$ cat src/hdl/throttle_adc_pkg.sv
// constants for the throttle source and adc control register pair
// assumes a 25 MHz system clock; times are in ns, counts are derived
`default_nettype none

package throttle_adc_pkg;

    // ************************************************************
    // command codes and reset values
    // ************************************************************
    localparam logic [7:0] CMD_THROTTLE_CFG = 8'h34;
    localparam logic [7:0] CMD_ADC_CTRL = 8'h35;
    localparam logic [15:0] THROTTLE_CFG_RST = 16'h81a0;
    localparam logic [15:0] ADC_CTRL_RST = 16'h2000;

    // ************************************************************
    // field positions
    // ************************************************************
    localparam int unsigned TC_VTH_MSB = 15;
    localparam int unsigned TC_VTH_LSB = 10;
    localparam int unsigned TC_DEG_MSB = 9;
    localparam int unsigned TC_DEG_LSB = 8;
    localparam int unsigned TC_DROOP = 7;
    localparam int unsigned TC_COMP = 6;
    localparam int unsigned TC_CRIT = 5;
    localparam int unsigned TC_NOM = 4;
    localparam int unsigned TC_DCHG = 3;
    localparam int unsigned TC_VSYS = 2;
    localparam int unsigned TC_BATREM = 1;
    localparam int unsigned TC_ACREM = 0;
    localparam int unsigned AC_MODE = 15;
    localparam int unsigned AC_START = 14;
    localparam int unsigned AC_RANGE = 13;

    // ************************************************************
    // thresholds
    // ************************************************************
    localparam logic [15:0] DCHG_STEP_MA = 16'h0200;
    localparam logic [15:0] DCHG_ZERO_MA = 16'h0080;
    localparam logic [23:0] NOM_PCT = 24'h00_006e;
    localparam logic [23:0] NOM_BASE = 24'h00_0064;

    // ************************************************************
    // timing: time in ns, cycles rounded up except the adc slot and period, which truncate
    // ************************************************************
    localparam int unsigned CLK_NS = 40;
    localparam int unsigned DEG_100US_NS = 100_000;
    localparam int unsigned DEG_1P6MS_NS = 1_600_000;
    localparam int unsigned DEG_6MS_NS = 6_000_000;
    localparam int unsigned DEG_12MS_NS = 12_000_000;
    localparam int unsigned NOM_1MS_NS = 1_000_000;
    localparam int unsigned NOM_50MS_NS = 50_000_000;
    localparam int unsigned ADC_PASS_NS = 10_000_000;
    localparam int unsigned ADC_PERIOD_NS = 1_000_000_000;
    localparam int unsigned PULSE_NS = 10_000;
    localparam int unsigned ADC_CHANNELS = 8;
    localparam int unsigned DEG_100US_CYC = (DEG_100US_NS + CLK_NS - 1) / CLK_NS;
    localparam int unsigned DEG_1P6MS_CYC = (DEG_1P6MS_NS + CLK_NS - 1) / CLK_NS;
    localparam int unsigned DEG_6MS_CYC = (DEG_6MS_NS + CLK_NS - 1) / CLK_NS;
    localparam int unsigned DEG_12MS_CYC = (DEG_12MS_NS + CLK_NS - 1) / CLK_NS;
    localparam int unsigned NOM_1MS_CYC = (NOM_1MS_NS + CLK_NS - 1) / CLK_NS;
    localparam int unsigned NOM_50MS_CYC = (NOM_50MS_NS + CLK_NS - 1) / CLK_NS;
    localparam int unsigned ADC_SLOT_CYC = ADC_PASS_NS / CLK_NS / ADC_CHANNELS;
    localparam int unsigned ADC_PERIOD_CYC = ADC_PERIOD_NS / CLK_NS;
    localparam int unsigned PULSE_CYC = (PULSE_NS + CLK_NS - 1) / CLK_NS;

    typedef enum logic [1:0] {ADC_IDLE, ADC_UPDATE_MODE, ADC_WAIT} adc_state_t;

endpackage

`default_nettype wire

$ cat src/hdl/throttle_adc_config.sv
// throttle source configuration and adc control registers with their logic
// assumes a command-level register port behind an external smbus engine,
// and monitored conditions already synchronous to sys_clk_i
`timescale 1ns/100ps
`default_nettype none

module throttle_adc_config #(
    parameter int unsigned DEG_1P6MS_CYC = throttle_adc_pkg::DEG_1P6MS_CYC,
    parameter int unsigned DEG_6MS_CYC = throttle_adc_pkg::DEG_6MS_CYC,
    parameter int unsigned DEG_12MS_CYC = throttle_adc_pkg::DEG_12MS_CYC,
    parameter int unsigned NOM_1MS_CYC = throttle_adc_pkg::NOM_1MS_CYC,
    parameter int unsigned NOM_50MS_CYC = throttle_adc_pkg::NOM_50MS_CYC,
    parameter int unsigned ADC_SLOT_CYC = throttle_adc_pkg::ADC_SLOT_CYC,
    parameter int unsigned ADC_PERIOD_CYC = throttle_adc_pkg::ADC_PERIOD_CYC
) (
    // clock, reset, enable
    input wire logic sys_clk_i,
    input wire logic rstn_i,
    input wire logic ce_i,
    // register port by command code
    input wire logic reg_wr_i,
    input wire logic reg_rd_i,
    input wire logic [7:0] reg_cmd_i,
    input wire logic [15:0] reg_wdata_i,
    output logic [15:0] reg_rdata_o,
    output logic reg_rvalid_o,
    // monitored conditions
    input wire logic [15:0] battery_discharge_current_i,
    input wire logic [15:0] input_current_i,
    input wire logic [15:0] host_input_current_limit_i,
    input wire logic nominal_deglitch_long_i,
    input wire logic input_droop_i,
    input wire logic ext_comparator_i,
    input wire logic critical_input_overcurrent_i,
    input wire logic low_system_voltage_i,
    input wire logic battery_present_i,
    input wire logic adapter_present_i,
    input wire logic min_voltage_protect_mode_i,
    input wire logic low_power_mode_i,
    // throttle output
    output logic cpu_throttle_n_o,
    // adc sequencer
    output logic adc_busy_o,
    output logic [2:0] adc_ch_sel_o,
    output logic adc_update_o,
    output logic adc_range_select_o
);

    // ************************************************************
    // helpers
    // ************************************************************

    // lowest enabled channel at or above from: {found, index}
    function automatic logic [3:0] next_enabled(input logic [7:0] en, input logic [3:0] from);
        logic [3:0] r;
        r = 4'h0;
        for (int i = 7; i >= 0; i--) begin
            if (en[i] && (4'(i) >= from)) begin
                r = {1'b1, 3'(i)};
            end
        end
        return r;
    endfunction

    logic [15:0] tc_q;
    logic [15:0] ac_q;
    logic [15:0] rdata_q;
    logic rvalid_q;
    logic wr_tc;
    logic wr_ac;
    logic bat_prev_q;
    logic ac_prev_q;
    logic vsys_prev_q;
    logic vap_prev_q;
    logic vap_rise;
    logic evt;
    logic level;
    logic [15:0] pulse_q;
    logic throttle_n_q;
    logic [15:0] dchg_thr;
    logic [5:0] vth;
    logic [1:0] deg_raw;
    logic [1:0] deg_hit;
    logic [31:0] deg_lim [2];
    throttle_adc_pkg::adc_state_t st_q;
    logic [2:0] ch_q;
    logic [31:0] slot_q;
    logic [31:0] period_q;
    logic busy_q;
    logic upd_q;
    logic pass_go;
    logic pass_end;
    logic clear_start;
    logic [3:0] nxt_first;
    logic [3:0] nxt_after;

    // ************************************************************
    // register port
    // ************************************************************

    assign wr_tc = ce_i && reg_wr_i && (reg_cmd_i == throttle_adc_pkg::CMD_THROTTLE_CFG);
    assign wr_ac = ce_i && reg_wr_i && (reg_cmd_i == throttle_adc_pkg::CMD_ADC_CTRL);
    assign vap_rise = min_voltage_protect_mode_i && !vap_prev_q;

    // throttle config: the protect-mode set is applied last so it beats a host write
    always_ff @(posedge sys_clk_i or negedge rstn_i) begin
        if (!rstn_i) begin
            tc_q <= throttle_adc_pkg::THROTTLE_CFG_RST;
        end else if (ce_i) begin
            if (wr_tc) begin
                tc_q <= reg_wdata_i;
            end
            if (vap_rise) begin
                tc_q[throttle_adc_pkg::TC_VSYS] <= 1'b1;
            end
        end
    end

    // adc control: a host write in the same cycle as completion wins
    always_ff @(posedge sys_clk_i or negedge rstn_i) begin
        if (!rstn_i) begin
            ac_q <= throttle_adc_pkg::ADC_CTRL_RST;
        end else if (ce_i) begin
            if (clear_start) begin
                ac_q[throttle_adc_pkg::AC_START] <= 1'b0;
            end
            if (wr_ac) begin
                ac_q <= reg_wdata_i;
            end
        end
    end

    // read data one cycle after the strobe; unknown commands read zero
    always_ff @(posedge sys_clk_i or negedge rstn_i) begin
        if (!rstn_i) begin
            rdata_q <= 16'h0000;
            rvalid_q <= 1'b0;
        end else if (ce_i) begin
            rvalid_q <= reg_rd_i;
            if (reg_rd_i) begin
                if (reg_cmd_i == throttle_adc_pkg::CMD_THROTTLE_CFG) begin
                    rdata_q <= tc_q;
                end else if (reg_cmd_i == throttle_adc_pkg::CMD_ADC_CTRL) begin
                    rdata_q <= ac_q;
                end else begin
                    rdata_q <= 16'h0000;
                end
            end
        end
    end

    // ************************************************************
    // current trip filters
    // ************************************************************

    // code zero is not a zero threshold: it trips at the smallest level
    assign vth = tc_q[throttle_adc_pkg::TC_VTH_MSB:throttle_adc_pkg::TC_VTH_LSB];
    assign dchg_thr = (vth == 6'h00) ? throttle_adc_pkg::DCHG_ZERO_MA :
        16'(vth) * throttle_adc_pkg::DCHG_STEP_MA;
    assign deg_raw[0] = battery_discharge_current_i > dchg_thr;
    assign deg_raw[1] = (24'(input_current_i) * throttle_adc_pkg::NOM_BASE) >
        (24'(host_input_current_limit_i) * throttle_adc_pkg::NOM_PCT);

    // deglitch lengths for both filters
    always_comb begin
        case (tc_q[throttle_adc_pkg::TC_DEG_MSB:throttle_adc_pkg::TC_DEG_LSB])
            2'b00: deg_lim[0] = DEG_1P6MS_CYC;
            2'b01: deg_lim[0] = throttle_adc_pkg::DEG_100US_CYC;
            2'b10: deg_lim[0] = DEG_6MS_CYC;
            default: deg_lim[0] = DEG_12MS_CYC;
        endcase
        deg_lim[1] = nominal_deglitch_long_i ? NOM_50MS_CYC : NOM_1MS_CYC;
    end

    // condition must hold unbroken for the full count; any gap restarts it
    genvar g;
    for (g = 0; g < 2; g++) begin : g_deg
        logic [31:0] cnt_q;
        always_ff @(posedge sys_clk_i or negedge rstn_i) begin
            if (!rstn_i) begin
                cnt_q <= 32'h0000_0000;
            end else if (ce_i) begin
                if (!deg_raw[g]) begin
                    cnt_q <= 32'h0000_0000;
                end else if (cnt_q != deg_lim[g]) begin
                    cnt_q <= cnt_q + 32'h0000_0001;
                end
            end
        end
        assign deg_hit[g] = deg_raw[g] && (cnt_q == deg_lim[g]);
    end

    // ************************************************************
    // throttle output
    // ************************************************************

    // previous values for edge detection
    always_ff @(posedge sys_clk_i or negedge rstn_i) begin
        if (!rstn_i) begin
            bat_prev_q <= 1'b0;
            ac_prev_q <= 1'b0;
            vsys_prev_q <= 1'b0;
            vap_prev_q <= 1'b0;
        end else if (ce_i) begin
            bat_prev_q <= battery_present_i;
            ac_prev_q <= adapter_present_i;
            vsys_prev_q <= low_system_voltage_i;
            vap_prev_q <= min_voltage_protect_mode_i;
        end
    end

    // one-shot sources and the level sources, each gated by its enable
    assign evt = (tc_q[throttle_adc_pkg::TC_BATREM] && bat_prev_q && !battery_present_i)
        || (tc_q[throttle_adc_pkg::TC_ACREM] && ac_prev_q && !adapter_present_i)
        || (tc_q[throttle_adc_pkg::TC_VSYS] && low_system_voltage_i && !vsys_prev_q);
    assign level = (tc_q[throttle_adc_pkg::TC_DROOP] && input_droop_i)
        || (tc_q[throttle_adc_pkg::TC_COMP] && ext_comparator_i)
        || (tc_q[throttle_adc_pkg::TC_CRIT] && critical_input_overcurrent_i)
        || (tc_q[throttle_adc_pkg::TC_NOM] && deg_hit[1])
        || (tc_q[throttle_adc_pkg::TC_DCHG] && deg_hit[0]);

    // pulse stretcher; a new event while stretching restarts the width
    always_ff @(posedge sys_clk_i or negedge rstn_i) begin
        if (!rstn_i) begin
            pulse_q <= 16'h0000;
        end else if (ce_i) begin
            if (evt) begin
                pulse_q <= 16'(throttle_adc_pkg::PULSE_CYC - 1);
            end else if (pulse_q != 16'h0000) begin
                pulse_q <= pulse_q - 16'h0001;
            end
        end
    end

    // registered pin, low while anything enabled is active
    always_ff @(posedge sys_clk_i or negedge rstn_i) begin
        if (!rstn_i) begin
            throttle_n_q <= 1'b1;
        end else if (ce_i) begin
            throttle_n_q <= !(level || evt || (pulse_q != 16'h0000));
        end
    end

    // ************************************************************
    // adc sequencer
    // ************************************************************

    assign nxt_first = next_enabled(ac_q[7:0], 4'h0);
    assign nxt_after = next_enabled(ac_q[7:0], {1'b0, ch_q} + 4'h1);

    // pass start and end decisions
    always_comb begin
        pass_go = 1'b0;
        pass_end = 1'b0;
        if (!low_power_mode_i) begin
            case (st_q)
                throttle_adc_pkg::ADC_IDLE: pass_go = ac_q[throttle_adc_pkg::AC_START];
                throttle_adc_pkg::ADC_UPDATE_MODE: pass_end = (slot_q == ADC_SLOT_CYC - 1) &&
                    !nxt_after[3];
                throttle_adc_pkg::ADC_WAIT: pass_go = ac_q[throttle_adc_pkg::AC_START] &&
                    (period_q == ADC_PERIOD_CYC - 1);
                default: pass_go = 1'b0;
            endcase
            if (pass_go && !nxt_first[3]) begin
                pass_end = 1'b1;
            end
        end
    end
    assign clear_start = pass_end && !ac_q[throttle_adc_pkg::AC_MODE];

    // state, channel and timers; period counts from the start of a pass
    always_ff @(posedge sys_clk_i or negedge rstn_i) begin
        if (!rstn_i) begin
            st_q <= throttle_adc_pkg::ADC_IDLE;
            ch_q <= 3'h0;
            slot_q <= 32'h0000_0000;
            period_q <= 32'h0000_0000;
            busy_q <= 1'b0;
            upd_q <= 1'b0;
        end else if (ce_i) begin
            upd_q <= pass_end;
            if (low_power_mode_i) begin
                st_q <= throttle_adc_pkg::ADC_IDLE;
                busy_q <= 1'b0;
            end else if (pass_end) begin
                busy_q <= 1'b0;
                if (ac_q[throttle_adc_pkg::AC_MODE]) begin
                    st_q <= throttle_adc_pkg::ADC_WAIT;
                end else begin
                    st_q <= throttle_adc_pkg::ADC_IDLE;
                end
                if (pass_go) begin
                    period_q <= 32'h0000_0000;
                end else begin
                    period_q <= period_q + 32'h0000_0001;
                end
            end else if (pass_go) begin
                st_q <= throttle_adc_pkg::ADC_UPDATE_MODE;
                ch_q <= nxt_first[2:0];
                slot_q <= 32'h0000_0000;
                period_q <= 32'h0000_0000;
                busy_q <= 1'b1;
            end else begin
                case (st_q)
                    throttle_adc_pkg::ADC_UPDATE_MODE: begin
                        period_q <= period_q + 32'h0000_0001;
                        if (slot_q == ADC_SLOT_CYC - 1) begin
                            slot_q <= 32'h0000_0000;
                            ch_q <= nxt_after[2:0];
                        end else begin
                            slot_q <= slot_q + 32'h0000_0001;
                        end
                    end
                    throttle_adc_pkg::ADC_WAIT: begin
                        period_q <= period_q + 32'h0000_0001;
                        if (!ac_q[throttle_adc_pkg::AC_START]) begin
                            st_q <= throttle_adc_pkg::ADC_IDLE;
                        end
                    end
                    default: st_q <= throttle_adc_pkg::ADC_IDLE;
                endcase
            end
        end
    end

    // ************************************************************
    // outputs
    // ************************************************************
    assign reg_rdata_o = rdata_q;
    assign reg_rvalid_o = rvalid_q;
    assign cpu_throttle_n_o = throttle_n_q;
    assign adc_busy_o = busy_q;
    assign adc_ch_sel_o = ch_q;
    assign adc_update_o = upd_q;
    assign adc_range_select_o = ac_q[throttle_adc_pkg::AC_RANGE];
endmodule

`default_nettype wire

$ cat config.mk
export PLATFORM = sky130hd
export DESIGN_NAME = throttle_adc_config
export DESIGN_NICKNAME = d
export VERILOG_FILES = /design/src/hdl/throttle_adc_pkg.sv /design/src/hdl/throttle_adc_config.sv
export SDC_FILE = /design/constraint.sdc
export NUM_CORES = 1
export LEC_CHECK = 0
export BUFFER_PORTS_ARGS = -buffer_cell sky130_fd_sc_hd__buf_2
export CORE_ASPECT_RATIO = 0.6
export CORE_UTILIZATION = 50
export DETAILED_ROUTE_END_ITERATION = 10
export PLACE_DENSITY = 0.71
export SLEW_MARGIN = 20
export SYNTH_ARGS = -nofsm -noshare
export SYNTH_HDL_FRONTEND = slang
export SYNTH_SLANG_ARGS = --single-unit
$ cat constraint.sdc
create_clock -name sys_clk_i -period 2.8 [get_ports sys_clk_i]
set_input_delay 0.56 -clock sys_clk_i [delete_from_list [all_inputs] [get_ports sys_clk_i]]
set_output_delay 0.56 -clock sys_clk_i [all_outputs]
set_load 0.005 [all_outputs]
# Yosys cells after proc, flatten, opt, wreduce, memory -nomap -nowiden
# Cells that the tools add are included.
[word_totals]
elab_cells = 182
ff_bits = 205
output_inout_bits = 24
mem_bits_ro = 0
latch_bits = 0
mem_count = 0
ram_bits = 0
[op_classes]
n_eq_ne = 16
reduce_logical = 70
addsub = 6
shift = 0
mul = 2
div = 0
magnitude_cmp = 10
n_bitwise = 2
mux = 56
[ops]
columns = ["operator", "n"]
rows = [
  ["$mux 32", 11],
  ["$add 32x1->32 const B", 4],
  ["$mux 16", 4],
  ["$mux 4", 16],
  ["$pmux 19 s3", 1],
  ["$eq 32x15->1 const B", 1],
  ["$eq 32x21->1", 1],
  ["$eq 32x25->1 const B", 1],
  ["$eq 32x32->1", 1],
  ["$ne 32x21->1", 1],
  ["$ne 32x32->1", 1],
  ["$mux 15", 2],
  ["$logic_and 1x1->1", 29],
  ["$gt 23x23->1", 1],
  ["$mul 16x6->22 const B", 1],
  ["$mul 16x5->21 const B", 1],
  ["$mux 21", 1],
  ["$reduce_and 2->1", 9],
  ["$eq 8x6->1 const B", 2],
  ["$ge 3x4->1 const A", 4],
  ["$gt 16x15->1", 1],
  ["$reduce_bool 16->1", 1],
  ["$sub 16x1->16 const B", 1],
  ["$mux 3", 4],
  ["23 further kinds", 63],
]

# Longest topological paths before layout
[logic_depth]
ltp_word = 19
ltp_mapped = 24
mapped_depth_nobuf = 22

# Least setup slack after synthesis
# Ideal clock, no wire load.
[synth_timing]
path_type = "input port to flip-flop"
from = "input port host_input_current_limit_i[11]"
to = "register g_deg[1].cnt_q[21]"
arrival_time_ns = 6.146
stages = 23
path_slack_ns = -3.478
path_cell_list = "fa_1 fa_1 inv_1 fa_1 inv_1 ha_1 a21o_1 a21o_1 a21o_1 o21a_1 a2111oi_0 nor2_1 xnor2_1 ha_1 a21o_1 a21o_1 a21o_1 or2_2 a21oi_1 o21a_1 clkbuf_1 buf_1 nor2_1"
[synth_between]
elab_chain_cells = 4
elab_cells_between_ends = 5
cone_classes = "mul (1); order compare (1); eq/ne (1); mux (1); reduce/logical (1)"
[synth_lines]
columns = ["element", "line", "rtl"]
rows = [
  ["start, declared", "throttle_adc_config.sv:30", "input wire logic [15:0] host_input_current_limit_i,"],
  ["$mul 16x6->22 (*)", "throttle_adc_config.sv:162", "(24'(host_input_current_limit_i) * throttle_adc_pkg::NOM_PCT);"],
  ["$gt 23x23->1 (*)", "throttle_adc_config.sv:161", "assign deg_raw[1] = (24'(input_current_i) * throttle_adc_pkg::NOM_BASE) >"],
  ["$ne 2x1->1 (no source line)", "--", ""],
  ["$reduce_and 2->1 (no source line)", "--", ""],
  ["end signal, assigned", "throttle_adc_config.sv:186", "cnt_q <= cnt_q + 32'h0000_0001;"],
  ["end, declared", "throttle_adc_config.sv:178", "logic [31:0] cnt_q;"],
]
# Every way passes the cells marked *; elsewhere a longest branch is shown, timed or not.
# A chain may end at the register's enable or synchronous reset.

# Worst setup path after layout
[layout_timing]
from = "input port host_input_current_limit_i[7]"
to = "register g_deg[1].cnt_q[1]"
# The elaborated chain is that of the path after synthesis.

==> metrics <==
status=finished with violations; failing checks=setup timing; first-pass GRT wire length=74300 um; grt total ovfl=0; Die X=232 um; hold_ws=0.0961 ns; CTS Hold Bufs=0; Period minus WS final=5.13 ns; Reg clk slew, reported paths=0.06 ns; Final period util=183%; EDFF count, synth=0; DP Cell Count=2439; Hold Vio Cnt, Final=0; commonest cells after routing, fill and taps aside=buf_4, dfrtp_1, inv_1, nand2_1, ha_1; Final Non-Filler Cells=2544; leakage power=0.0101 uW; final setup violation count=106; Total Power=13900 uW; Global Route Usage Sum=28.1%; Area Growth Syn to Fin=37.6%; Rows=50; Distinct cells, synth=84; CP Capture Type=flip-flop; Clock Skew=0.0445 ns; Slew Limit Fails=0; Vias/cell=5.96; largest net degree at the start of global routing=76; drt first-iter violations=1402; Yosys warning total=0; asr flop ratio synth=100%; Remaining DRCs=0; via count=15200; routability cong.=0.914; maximum VDD drop=396 uV; clk buf depth=3; worst path required time=3.18 ns; Starting Density=50.9%; WS Path Type=in -> reg; Syn Inst Count=1744; TritonCTS Sinks=205; Worst setup SP type=primary input; PwrDens=636 nW/um2; Post-Syn Area=15900 um2; most common library cell in the layout ignoring fill and taps=buf_4; share of layout cells above drive strength 1=34.1%; CP max FO=5; RSZ-0062 raised after global routing=yes; post-route ant nets=0; top_reg_cell synth=dfrtp_1; fin nets=2388; number of buffers created by CTS=21; initial antenna violation count=3; vias in the first global route=14400; input/output buffers=109; wire length per cell=19.0 um; post-layout util=70.1%; Mapped Nets=2020; core box area=31200 um2; First-pass DRT Iterations=7; slew margin rel.=52.0%; IO Count=110; Clk Latency, worst-skew pair=0.54 ns; worst slew pin tran=0.721 ns; post-detail-place hpwl=33200 um; HP Class=in -> async; Synth Register Bits=205; Final Worst Setup Slack=-2.33 ns; Fmax=195 MHz; H-tree depth=1; Die Ht=140 um; Routed WL=48300 um; CTS Root Cell=clkbuf_16; CTS tree=yes; Syn Area/Cell=9.12 um2; crit path DAT=5.51 ns; Total Negative Setup Slacks=-82.19 ns; sequential-to-total area share from yosys stat=32.3%; die footprint=32500 um2; Max-Cap Viols=0
## flip-flops by register name, summed over array words and instances, names as in the netlist, 2 cells and up
| name | flops |
|---|---|
| ac_q | 16 |
| g_deg.cnt_q | 64 |
| reg_rdata_o | 16 |
| st_q | 2 |
| adc_ch_sel_o | 3 |
| period_q | 32 |
| slot_q | 32 |
| pulse_q | 16 |
| tc_q | 16 |
## kinds of logic after synthesis
logic type | synth area share [%]
xor+xnor | 5.07
mux | 3.38
fa+ha+maj | 17.3
flops | 32.3
buf+inv | 5.81
simple gates | 20.7
compound gates | 15.4
## cell usage after synthesis, types with 36 or more instances
master    instances  area, um2
o21ai_0          58        290
inv_1           174        653
fa_1             50       1000
nor3_1           46        230
dfrtp_1         199       4980
clkbuf_1         45        169
ha_1            140       1750
nor2_1          112        420
xnor2_1          51        447
nand3_1          62        310
xor2_1           41        359
o31ai_1          80        601
nand4_1          36        225
nand2_1         141        529
a21oi_1          68        340
## power by group
| part | internal, uW | switching (uW) | leakage [uW] |
|---|---|---|---|
| Combinational | 3750 | 3870 | 0.00699 |
| Sequential | 3150 | 192 | 0.00274 |
| Clock | 1700 | 1260 | 0.000344 |
| Total | 8610 | 5310 | 0.0101 |
## what timing repair did
item,CTS,global route
resized for setup,122,242
endpoints found under the hold margin,0,0
pin swaps,69,98
setup buffers,24,33
endpoints found under the setup margin,113,136
cloned,6,9
## area by class of cell
type / count / area [um2]
multi-input combinational: 1301 / 11500
antenna: 2 / 5.00
clock buffer: 30 / 609
timing repair buffer: 408 / 3400
tap: 416 / 520
sequential: 205 / 5140
clock inverter: 7 / 95.1
fill: 2263 / 9330
inverter: 175 / 657
## critical path, cell delays in order
cell and delay [ns]:
clkbuf_4 0.15, fa_1 0.50, fa_1 0.51, inv_1 0.06
fa_1 0.53, inv_1 0.05, ha_1 0.29, or2_4 0.25
o31a_1 0.12, a31o_2 0.23, a2111oi_4 0.36, nor3_2 0.08
xnor2_1 0.14, ha_1 0.28, nand4_1 0.12, nor3_2 0.19
nand4b_1 0.17, and3_1 0.20, and3_4 0.19, nor3_4 0.20
mux2_4 0.32
## metrics by stage
stage               setup slack (ns)  cell area (um2)
CTS                            -2.28            20300
detailed placement             -2.86            18800
global placement               -2.71            18800
global route                   -2.51            21900
finish                         -2.33            21900
floorplan                      -2.50            16100
## path summary, 6_finish.rpt
kind	slack (ns)	cells after the start	endpoint	from
setup reg to reg	-0.23	9	period_q[6]	slot_q[22]
setup / recovery	-2.33	21	g_deg[1].cnt_q[1]	host_input_current_limit_i[7]
hold / removal	0.1	1	g_deg[1].cnt_q[24]	rstn_i
max in group asynchronous	1.81	2	slot_q[23]	rstn_i
min in group sys_clk_i	0.26	3	tc_q[8]	reg_wdata_i[8]
hold reg to reg	0.46	1	tc_q[2]	vap_prev_q
## per-layer routing
| metal | track usage (%) | wire length (um) | up-vias | part of all wire, % |
|---|---|---|---|---|
| li1 | - | - | 7009 | - |
| met2 | 40.9 | 21400 | 545 | 44 |
| met4 | 8.17 | 1170 | 2 | 2.4 |
| met5 | 0 | 14 | - | 0.029 |
| met3 | 4.72 | 3400 | 92 | 7.0 |
| met1 | 42.5 | 22200 | 7504 | 46 |
No activity file was read; power rests on OpenSTA's default activity.
